`config.mk`:
```
export PLATFORM = sky130hd
export DESIGN_NAME = halt_wake_reset_control
export DESIGN_NICKNAME = d
export VERILOG_FILES = /design/src/inc/halt_wake_pkg.sv /design/src/design/halt_wake_reset_control.sv /design/src/design/pin_sync.sv
export SDC_FILE = /design/constraint.sdc
export NUM_CORES = 1
export LEC_CHECK = 0
export ABC_AREA = 1
export BUFFER_PORTS_ARGS = -buffer_cell sky130_fd_sc_hd__clkbuf_2
export CAP_MARGIN = 20
export CORE_ASPECT_RATIO = 1.5
export CORE_MARGIN = 4
export CORE_UTILIZATION = 43
export DETAILED_ROUTE_END_ITERATION = 6
export PLACE_DENSITY = 0.67
export SLEW_MARGIN = 25
export SYNTH_ARGS = -nofsm -noshare
export SYNTH_HDL_FRONTEND = slang
export SYNTH_SLANG_ARGS = --single-unit
```
`constraint.sdc`:
```
create_clock -name clock_in -period 2.63 [get_ports clock_in]
set_input_delay 0.526 -clock clock_in [delete_from_list [all_inputs] [get_ports clock_in]]
set_output_delay 0.526 -clock clock_in [all_outputs]
set_load 0.05 [all_outputs]
```
`src/inc/halt_wake_pkg.sv`:
```
// Purpose: constants and types shared by the halt, wake and reset controller
// Assumes: 125 MHz clock_in stands in for the oscillator clock domain
// Notes:   register reset images are bit patterns of the control registers
// How it works
// RL1: halt instruction gates off system clock and quarter rate clock, oscillator keeps running
// RL2: while halted, ram, registers and port states are held unchanged
// RL3: entering halt clears the watchdog counter, which restarts from zero
// RL4: halt sets power down flag and clears timeout flag
// RL5: time base and rtc run in halt; lcd runs when option set
// RL6: wake on external reset, interrupt, enabled port a falling edge, watchdog overflow
// RL7: watchdog overflow in halt resets only pc and sp, sets timeout flag
// RL8: power down flag cleared at power up and watchdog clear, set by halt
// RL9: each port a bit has its own wake enable; pin wake resumes next instruction
// RL10: interrupt wake resumes next instruction if disabled or stack full, else vectors
// RL11: interrupt flag already set at halt entry cannot wake the device
// RL12: interrupt response starts more than one cycle later; resume is immediate
// RL13: chip reset from pin, watchdog in normal run, or enabled low voltage reset
// RL14: timeout and power down flags record reset cause per cause table
// RL15: power up holds reset an extra 8192 system clock pulses; code counts 8192 osc_tick_in pulses instead
// RL16: chip reset zeroes pc, disables interrupts, clears dividers, timer off, ports input
// RL17: pin or normal watchdog reset loads timer, rtc, port a images; warm keeps
// RL18: watchdog overflow in normal run gives full chip reset and sets timeout
// RL19: timeout and power down flags are readable outputs
// RL20: external reset pin is synchronised before use
package halt_wake_pkg;
  localparam int unsigned STARTUP_PULSES    = 8192;
  localparam int unsigned STARTUP_CNT_W     = 14;
  localparam int unsigned WDT_W             = 16;   // overflow at 2^16 osc ticks
  localparam int unsigned INT_SRC_N         = 4;
  localparam int unsigned ISR_DELAY_CYCLES  = 2;    // more than one cycle
  localparam logic [7:0]  TIMER_CTRL_RESET  = 8'h08; // upper bits 0000 1, rest 0
  localparam logic [5:0]  RTC_CTRL_RESET    = 6'h07; // xx 0111, x taken as 0
  localparam logic [7:0]  PORT_A_RESET      = 8'hff;
  localparam logic [7:0]  INT_CTRL_RESET    = 8'h00;
  localparam logic [1:0]  QUARTER_DIV_LAST  = 2'h3;

  typedef enum logic [2:0] {
    ST_STARTUP  = 3'b000,
    ST_RUN      = 3'b001,
    ST_HALT     = 3'b010,
    ST_ISR_WAIT = 3'b011,
    ST_RESET    = 3'b100
  } state_type;
endpackage : halt_wake_pkg

```
`src/design/halt_wake_reset_control.sv`:
```
// Purpose: halt entry, wake decision, reset cause flags and register reset images
// Assumes: osc_tick_in is a one-cycle pulse per 32768Hz oscillator tick, same clock
// Notes:   srst_in models power-up; the core consumes the enables and strobes below
`timescale 1ns/1ns
module halt_wake_reset_control
  import halt_wake_pkg::*;
(
  input  wire logic                 clock_in,
  input  wire logic                 srst_in,
  input  wire logic                 osc_tick_in,
  input  wire logic                 halt_instr_in,
  input  wire logic                 clear_wdt_instr_in,
  input  wire logic                 external_reset_pin_n_in,
  input  wire logic                 low_voltage_reset_enable_in,
  input  wire logic                 supply_low_in,
  input  wire logic [7:0]           port_a_pins_in,
  input  wire logic [7:0]           port_a_wake_enable_in,
  input  wire logic                 lcd_run_in_halt_in,
  input  wire logic [INT_SRC_N-1:0] int_request_in,
  input  wire logic [INT_SRC_N-1:0] int_enable_in,
  input  wire logic                 global_int_enable_in,
  input  wire logic                 stack_full_in,
  output logic                      system_clock_enable_out,
  output logic                      quarter_rate_clock_out,
  output logic                      timebase_rtc_run_out,
  output logic                      lcd_run_out,
  output logic                      hold_state_out,
  output logic                      chip_reset_out,
  output logic                      warm_reset_out,
  output logic                      resume_next_out,
  output logic                      isr_start_out,
  output logic                      timeout_flag_out,
  output logic                      power_down_flag_out,
  output logic [WDT_W-1:0]          wdt_count_out,
  output logic [7:0]                timer_ctrl_out,
  output logic [5:0]                rtc_control_reg_out,
  output logic [7:0]                port_a_latch_out,
  output logic [7:0]                interrupt_control_low_out,
  output logic                      ports_input_mode_out
);

  typedef struct packed {
    state_type                 state;
    logic [STARTUP_CNT_W-1:0]  startup_cnt;
    logic [WDT_W-1:0]          wdt;
    logic [1:0]                quarter_div;
    logic                      quarter_clk;
    logic                      sys_en;
    logic                      tb_run;
    logic                      lcd_run;
    logic                      hold;
    logic                      chip_reset;
    logic                      warm_reset;
    logic                      resume_next;
    logic                      isr_start;
    logic                      isr_wait;
    logic                      timeout_flag;
    logic                      power_down_flag;
    logic [INT_SRC_N-1:0]      int_armed;
    logic [7:0]                port_prev;
    logic [7:0]                timer_ctrl;
    logic [5:0]                rtc_ctrl;
    logic [7:0]                port_a;
    logic [7:0]                int_ctrl;
    logic                      ports_input;
  } regs_type;

  localparam regs_type REGS_RESET = '{
    state:           ST_STARTUP,
    startup_cnt:     '0,
    wdt:             '0,
    quarter_div:     2'h0,
    quarter_clk:     1'b0,
    sys_en:          1'b0,
    tb_run:          1'b0,
    lcd_run:         1'b0,
    hold:            1'b0,
    chip_reset:      1'b1,
    warm_reset:      1'b0,
    resume_next:     1'b0,
    isr_start:       1'b0,
    isr_wait:        1'b0,
    timeout_flag:    1'b0,
    power_down_flag: 1'b0,
    int_armed:       '0,
    port_prev:       PORT_A_RESET,
    timer_ctrl:      TIMER_CTRL_RESET,
    rtc_ctrl:        RTC_CTRL_RESET,
    port_a:          PORT_A_RESET,
    int_ctrl:        INT_CTRL_RESET,
    ports_input:     1'b1
  };

  regs_type r;
  regs_type next_r;

  logic       reset_pin_n_sync;
  logic [7:0] port_a_sync;

  // pin inputs cross into the clock domain before any decision uses them
  pin_sync #(.WIDTH(1), .RESET_VALUE(1'b1)) u_reset_sync (
    .clock_in (clock_in),
    .srst_in  (srst_in),
    .async_in (external_reset_pin_n_in),
    .sync_out (reset_pin_n_sync)          // RL20
  );

  pin_sync #(.WIDTH(8), .RESET_VALUE(PORT_A_RESET)) u_port_sync (
    .clock_in (clock_in),
    .srst_in  (srst_in),
    .async_in (port_a_pins_in),
    .sync_out (port_a_sync)
  );

  // full chip reset image shared by pin, low voltage and normal watchdog resets
  function automatic regs_type apply_chip_reset(input regs_type cur);
    regs_type v;
    v             = cur;
    v.state       = ST_RESET;
    v.chip_reset  = 1'b1;
    v.sys_en      = 1'b0;
    v.hold        = 1'b0;
    v.wdt         = '0;                   // RL16
    v.quarter_div = 2'h0;                 // RL16
    v.quarter_clk = 1'b0;
    v.int_ctrl    = INT_CTRL_RESET;       // RL16
    v.ports_input = 1'b1;                 // RL16
    v.timer_ctrl  = TIMER_CTRL_RESET;     // RL17
    v.rtc_ctrl    = RTC_CTRL_RESET;       // RL17
    v.port_a      = PORT_A_RESET;         // RL17
    v.isr_wait    = 1'b0;
    return v;
  endfunction : apply_chip_reset

  logic                 wdt_overflow;
  logic                 lv_reset;
  logic                 pin_reset;
  logic [7:0]           port_fall;
  logic [INT_SRC_N-1:0] int_wake;
  logic                 int_vector;

  always_comb begin
    next_r       = r;
    pin_reset    = ~reset_pin_n_sync;
    lv_reset     = low_voltage_reset_enable_in & supply_low_in;
    wdt_overflow = osc_tick_in && (r.wdt == {WDT_W{1'b1}});
    port_fall    = r.port_prev & ~port_a_sync & port_a_wake_enable_in;        // RL9
    int_wake     = int_request_in & r.int_armed;                              // RL11
    int_vector   = global_int_enable_in && |(int_wake & int_enable_in) && !stack_full_in; // RL10

    // one-cycle strobes default low
    next_r.warm_reset  = 1'b0;
    next_r.resume_next = 1'b0;
    next_r.isr_start   = 1'b0;
    next_r.port_prev   = port_a_sync;

    // watchdog counts oscillator ticks in every state but startup and reset
    if (osc_tick_in) begin
      next_r.wdt = r.wdt + 1'b1;
    end
    if (clear_wdt_instr_in && r.state == ST_RUN) begin
      next_r.wdt             = '0;
      next_r.power_down_flag = 1'b0;      // RL8
    end

    // quarter rate clock toggles on every second system clock slot
    if (r.sys_en) begin
      next_r.quarter_div = r.quarter_div + 1'b1;
      if (r.quarter_div[0]) begin
        next_r.quarter_clk = ~r.quarter_clk;
      end
    end

    case (r.state)
      ST_STARTUP: begin
        // oscillator settling window before the first fetch
        if (osc_tick_in) begin
          next_r.startup_cnt = r.startup_cnt + 1'b1;
        end
        next_r.wdt = '0;
        if (osc_tick_in && r.startup_cnt == STARTUP_CNT_W'(STARTUP_PULSES - 1)) begin // RL15
          next_r.state      = ST_RUN;
          next_r.chip_reset = 1'b0;
          next_r.sys_en     = 1'b1;
          next_r.tb_run     = 1'b1;
        end
      end
      ST_RUN: begin
        next_r.tb_run  = 1'b1;
        next_r.lcd_run = 1'b1;
        if (pin_reset || lv_reset) begin
          next_r = apply_chip_reset(next_r);                                 // RL13
        end else if (wdt_overflow) begin
          next_r              = apply_chip_reset(next_r);                    // RL18
          next_r.timeout_flag = 1'b1;                                        // RL14
        end else if (halt_instr_in) begin
          next_r.state           = ST_HALT;
          next_r.sys_en          = 1'b0;                                     // RL1
          next_r.hold            = 1'b1;                                     // RL2
          next_r.wdt             = '0;                                       // RL3
          next_r.power_down_flag = 1'b1;                                     // RL4
          next_r.timeout_flag    = 1'b0;                                     // RL4
          next_r.int_armed       = ~int_request_in;                          // RL11
          next_r.lcd_run         = lcd_run_in_halt_in;                       // RL5
        end
      end
      ST_HALT: begin
        next_r.tb_run = 1'b1;                                                // RL5
        // reset causes outrank the watchdog, which outranks the soft wakes
        if (pin_reset || lv_reset) begin
          next_r                 = apply_chip_reset(next_r);                 // RL6
          next_r.timeout_flag    = 1'b0;                                     // RL14
          next_r.power_down_flag = 1'b1;                                     // RL14
        end else if (wdt_overflow) begin
          next_r.state        = ST_RUN;                                      // RL6
          next_r.warm_reset   = 1'b1;                                        // RL7
          next_r.timeout_flag = 1'b1;                                        // RL7
          next_r.wdt          = '0;
          next_r.sys_en       = 1'b1;
          next_r.hold         = 1'b0;
          next_r.lcd_run      = 1'b1;
        end else if (|port_fall || |int_wake) begin
          next_r.hold    = 1'b0;                                             // RL6
          next_r.sys_en  = 1'b1;
          next_r.lcd_run = 1'b1;
          if (!(|port_fall) && int_vector) begin
            next_r.state    = ST_ISR_WAIT;                                   // RL12
            next_r.isr_wait = 1'b1;
          end else begin
            next_r.state       = ST_RUN;
            next_r.resume_next = 1'b1;                                       // RL12
          end
        end
      end
      ST_ISR_WAIT: begin
        // one extra dummy cycle so the service routine starts two cycles after wake
        next_r.isr_wait = 1'b0;
        if (!r.isr_wait) begin
          next_r.state     = ST_RUN;
          next_r.isr_start = 1'b1;                                           // RL12
        end
      end
      ST_RESET: begin
        next_r.wdt = '0;
        // held while any reset source stays active, then counting restarts
        if (!(pin_reset || lv_reset)) begin
          next_r.state      = ST_RUN;                                        // RL16
          next_r.chip_reset = 1'b0;
          next_r.sys_en     = 1'b1;
          next_r.tb_run     = 1'b1;
        end
      end
      default: begin
        next_r = REGS_RESET;
      end
    endcase
  end

  // power-up and the default state branch are the only places both flags are forced clear
  always_ff @(posedge clock_in) begin
    if (srst_in) begin
      r <= REGS_RESET;                    // RL14
    end else begin
      r <= next_r;
    end
  end

  // every output straight from the state register
  assign system_clock_enable_out   = r.sys_en;
  assign quarter_rate_clock_out    = r.quarter_clk;
  assign timebase_rtc_run_out      = r.tb_run;
  assign lcd_run_out               = r.lcd_run;
  assign hold_state_out            = r.hold;
  assign chip_reset_out            = r.chip_reset;
  assign warm_reset_out            = r.warm_reset;
  assign resume_next_out           = r.resume_next;
  assign isr_start_out             = r.isr_start;
  assign timeout_flag_out          = r.timeout_flag;    // RL19
  assign power_down_flag_out       = r.power_down_flag; // RL19
  assign wdt_count_out             = r.wdt;
  assign timer_ctrl_out            = r.timer_ctrl;
  assign rtc_control_reg_out       = r.rtc_ctrl;
  assign port_a_latch_out          = r.port_a;
  assign interrupt_control_low_out = r.int_ctrl;
  assign ports_input_mode_out      = r.ports_input;

endmodule : halt_wake_reset_control

```
`src/design/pin_sync.sv`:
```
// Purpose: two flip-flop synchroniser for a vector of pin inputs
// Assumes: single clock domain, synchronous reset
// Notes:   first stage is read by the second stage only
`timescale 1ns/1ns
module pin_sync #(
  parameter int unsigned WIDTH = 1,
  parameter logic [WIDTH-1:0] RESET_VALUE = '0
) (
  input  wire logic             clock_in,
  input  wire logic             srst_in,
  input  wire logic [WIDTH-1:0] async_in,
  output logic      [WIDTH-1:0] sync_out
);
  logic [WIDTH-1:0] stage1;

  // two stages against metastability
  always_ff @(posedge clock_in) begin
    if (srst_in) begin
      stage1   <= RESET_VALUE;
      sync_out <= RESET_VALUE;
    end else begin
      stage1   <= async_in;
      sync_out <= stage1;
    end
  end
endmodule : pin_sync

```
==> reports/metrics.cfg, run 1 <==
[synthesis]
netlist_top_cells_count=nand2_1 (99), dfxtp_1 (77), inv_1 (50)
synth_area_sq_um=3750
muxShareOfSynthArea_pct=0
seq_area_frac_synth_pct=41.1
syn_inst=499
synth.area.top_cells=dfxtp_1 (41%), nand2_1 (9.9%), buf_4 (9.4%)
synth_top_family_by_area=simple AND/OR/NAND/NOR gates
ys_warn_count=0
yosys_most_used_dff=dfxtp_1
synth_compound_area_share_pct=4.84
netlist.area_leader.share_pct=41.1
async_reset_ff_share_pct=0
ys_ff_latch=77
synth_xor_area_share_pct=3.50
yosys.area_share.adder_pct=0.668
avgSynthCellArea_sq_um=7.51
synth.most_common_cell=nand2_1
yosys.area_share.simple_pct=34.1
synth_area_leader_cell=dfxtp_1
synth-edff-count=0
ys_types=33

[critical_path]
endpoint_kind=flop
critPathMaxFanout=16
start_kind=flop
cp.required_ps=2840
worstPathArrival_ps=2170
path_class=flop to flop

[floorplan]
rows=41
dieArea_sq_um=10300
io_pins=93
die_height_um=122
core_area_sq_um=8460
die_x_um=84.2
initial_core_util_pct=44.3

[sta]
fin_crit_ps=1960
finClkSkew_ps=6.29
finalCritPeriodShare_pct=74.4
tns_ps=0
finalHoldViolCount=0
fmax_mhz=511
rsz0062_at_grt=no
maxSlewViolCount=0
setup_viol=0

[global_route]
grt_pass1_vias=2994
grt_start_max_net_pins=31
grt.total_usage_pct=15.8
grt_pass1_wl_um=13100
overflow=0
antenna_found_initial=0

[finish]
area_growth_pct=12.9
drive_gt1_share_pct=27.3
diodes=0
fillerInstances=856
fin_util_pct=50.0
nets=588
fin_cells=663

[pwr]
total_power_uw=3860
power.density_nw_per_um2=912
vdd_drop_max_mv=0.613
p_leak_uw=0.00195

[placed_design]
numPortBuffers=74
dp_cells=647
dp_hpwl_um=6200
gp_congestion=0.924

[clocking]
numCtsBuffers=9
h-tree-depth=3
cts.path.max_buffers=2
cts_resized=0
cts_tree=built
cts_root_buffer=clkbuf_16
clock-sinks=77
clkSlewWorstSetupHoldPaths_ps=60
clkLatencyLatePin_ps=340
cts_setup_buffers=0
hold_buffers=0

[detailed_routing]
drt_first_pass_iters=4
drt_iter0_drc=116
drt-total-wl_um=8020
num_vias=3144
post_drt_wl_per_cell_um=12.1
ant_nets=0
avgViaCountPerCell=4.74
drc=0

[worst_hold_path]
hold_path.class=input pin to flop

[outcome]
run_status=finished, final reports clean

[run]
cap_violations=0

## area by class of cell
type / count / area [sq um] / share of cell area, %
multi-input combinational: 332 / 1680 / 39.8
sequential: 77 / 1540 / 36.4
timing repair buffer: 77 / 393 / 9.28
clock buffer: 10 / 239 / 5.65
inverter: 54 / 203 / 4.79
tap: 107 / 134 / 3.16
clock inverter: 6 / 38.8 / 0.916
## critical path, stage by stage (launching register included)
cell,delay (ps)
dfxtp_1,380
ha_1,190
nand2_1,100
nor2_1,210
nand4_2,220
nand2_1,180
nand3_2,90
nand2_2,360
nor3b_1,90
## per-layer routing
layer / track usage (%) / wire length [um] / up-vias
li1: - / - / 1615
met1: 16.3 / 3080 / 1414
met2: 28.7 / 4250 / 89
met3: 4.77 / 400 / 26
met4: 7.95 / 282 / 0
met5: 0 / 0 / -
## cell usage in the layout (no fill, tap or decap), drive strengths merged, types with 11 or more instances in the layout
cell type    n
a21oi       23
nand4       11
inv         54
nand2      104
or2         23
nand3       36
nor3        16
nor2        67
clkbuf      84
conb        18
dfxtp       77
## cell families (layout without fill, tap and decap cells)
logic type               count (synthesis)  after routing
AO/OA/AOI/OAI                           35             35
XOR/XNOR                                15             15
adder cells (fa/ha/maj)                  2              2
buffers and inverters                  107            147
flip-flops                              77             77
other                                    1             18
AND/OR/NAND/NOR                        262            262
## registers in the layout, indices dropped and copies added (netlist names), 8 cells and up
name                  count
u_port_sync.stage1        8
wdt_count_out            16
r                        31
u_port_sync.sync_out      8
## report_power, final
group,leakage (uW),total [uW],internal (uW),switching (uW)
registers,0.000628,1370,1280,92.5
clock network,0.000134,1130,660,471
logic,0.00119,1360,314,1050
## through the flow
stage	cell area [sq um]	hold WS, ps	setup WS, ps
final	4230	371	674
after CTS	4230	363	650
after global placement	3960	392	670
after global routing	4230	363	437
after detailed placement	3960	392	600
after floorplan	3810	389	927
## path summary, 6_finish.rpt
| check | startpoint | end | slack (ps) | depth (start not counted) |
|---|---|---|---|---|
| max | wdt_count_out[0] | wdt_count_out[11] | 670 | 8 |
| min | port_a_pins_in[2] | u_port_sync.stage1[2] | 370 | 2 |
| max reg2reg | wdt_count_out[0] | wdt_count_out[11] | 670 | 8 |
| min reg2reg | u_port_sync.stage1[3] | u_port_sync.sync_out[3] | 410 | 1 |
No activity file was read; power rests on OpenSTA's default activity.
==> run 2: changes to the inputs <==
--- a/config.mk
+++ b/config.mk
@@ -12,7 +12,7 @@
 export CORE_MARGIN = 4
 export CORE_UTILIZATION = 43
 export DETAILED_ROUTE_END_ITERATION = 6
-export PLACE_DENSITY = 0.67
+export PLACE_DENSITY = 0.69
 export SLEW_MARGIN = 25
 export SYNTH_ARGS = -nofsm -noshare
 export SYNTH_HDL_FRONTEND = slang
==> constraint.sdc (replaced) <==
create_clock -name clock_in -period 1.65 [get_ports clock_in]
set_input_delay 0.33 -clock clock_in [delete_from_list [all_inputs] [get_ports clock_in]]
set_output_delay 0.33 -clock clock_in [all_outputs]
set_load 0.05 [all_outputs]
==> reports/metrics.cfg, run 2 (synthesized netlist as in run 1, its figures left out) <==
[outcome]
run_status=finished, final reports clean

[detailed_routing]
drt_iter0_drc=101
drt_first_pass_iters=4
drt-total-wl_um=8530
ant_nets=0
drc=0
num_vias=3277
avgViaCountPerCell=4.74
post_drt_wl_per_cell_um=12.3

[finish]
fin_util_pct=54.9
fin_area_sq_um=4650
top_register=r
multi_input_area_sq_um=1840
drive_gt1_share_pct=36.1
fillerInstances=797
seqCellArea_sq_um=1550
nets=617
area_growth_pct=24.1
final_cell_mix=nand2_1 (91), clkbuf_2 (74), dfxtp_1 (69)
diodes=0
layout.cells.most_common=nand2_1
largest_reg_flops=31

[critical_path]
reg2regPathDepth=10
path_cells=ha_4 -> nand2_4 -> nor2_4 -> nand4_4 -> nand4_1 -> buf_4 -> buf_4 -> inv_1 -> nor2_1 -> nor2_1
reg2reg_slack_ps=80
crit_path_top_delay_cell=dfxtp_2
endpoint_kind=flop
critPathBufInv=3
critPathMaxStageDelay_ps=350
start_kind=flop
path_class=flop to flop
r2r_start=wdt_count_out[1]
critPathMaxFanout=7
cp.required_ps=1880
worstPathArrival_ps=1800
timing.rr.end=hold_state_out
crit_family=simple AND/OR/NAND/NOR gates

[floorplan]
io_pins=93
die_x_um=84.2
core_area_sq_um=8460
initial_core_util_pct=44.3
die_height_um=122
dieArea_sq_um=10300
rows=41

[global_route]
grt_start_max_net_pins=30
grt.total_usage_pct=16.6
grt_pass1_wl_um=13600
grt_pass1_vias=3172
antenna_found_initial=0
overflow=0

[sta]
setup_viol=0
fin_ws_ps=81.1
finClkSkew_ps=6.08
fin_crit_ps=1570
maxSlewViolCount=0
fmax_mhz=637
tns_ps=0
finalCritPeriodShare_pct=95.1
finalHoldViolCount=0

[pwr]
total_power_uw=6530
vdd_drop_max_mv=0.825
p_leak_uw=0.00215
power.density_nw_per_um2=1400

[clocking]
h-tree-depth=3
cts.path.max_buffers=2
cts_root_buffer=clkbuf_16
clock-sinks=77
cts_tree=built
numCtsBuffers=9
clkLatencyLatePin_ps=340
hold_buffers=0
clkSlewWorstSetupHoldPaths_ps=60

[worst_hold_path]
min_from=port_a_pins_in[4]
holdPathStages=2
holdPathEnd=u_port_sync.stage1[4]
hold_path.class=input pin to flop

[placed_design]
gp_congestion=0.981
dp_hpwl_um=6470
dpl_worst_slack_ps=-71.2
placed_cell_area_sq_um=4160
numPortBuffers=74

[run]
cap_violations=0

## run 2: metal layers
metal | GRT usage [%] | part of all wire (%)
met1 | 16.8 | 38
met2 | 30.5 | 52
met3 | 4.30 | 6.4
met4 | 9.66 | 3.6
met5 | 0 | 0
## run 2: cell type report
type / count / area share [%]
Inverter: 54 / 4.36
Multi-Input combinational cell: 332 / 39.6
Clock buffer: 9 / 4.84
Sequential cell: 77 / 33.4
Clock inverter: 7 / 1.59
Tap cell: 107 / 2.88
Timing Repair Buffer: 106 / 13.4
## run 2: per-stage QoR
step	hold WS [ps]	std cells
2_1_floorplan	389	516
4_1_cts	159	689
6_report	170	692
3_3_place_gp	391	672
3_5_place_dp	394	672
5_1_grt	165	692
## run 2: where the power goes
group | total (uW) | internal (uW) | switching (uW)
clock | 1950 | 1170 | 772
sequential | 2200 | 2040 | 154
combinational | 2390 | 640 | 1750
total | 6530 | 3860 | 2680
## run 2: worst max path at each step
stage	slack, ps	from	cells after the start	endpoint
after floorplan	20	wdt_count_out[0]	9	wdt_count_out[10]
after global placement	-30	low_voltage_reset_enable_in	7	r[40]
after detailed placement	-70	low_voltage_reset_enable_in	7	r[39]
after CTS	-7	r[87]	9	wdt_count_out[11]
after global routing	-30	wdt_count_out[1]	11	r[88]
final	80	wdt_count_out[1]	10	hold_state_out
## run 2: what timing repair did
action	in CTS	in global routing
pin swaps	1	13
gates resized for setup	6	40
hold endpoints to repair	0	0
setup endpoints to repair	7	50
buffers inserted	1	3
cloned	0	0
## run 2: worst register-to-register path, delay by kind of cell, from the launching register on
family                     cells  cell delay [ps]
adders and majority gates      1              150
buffers and inverters          3              300
DFF                            1              350
and+or+nand+nor                6              670
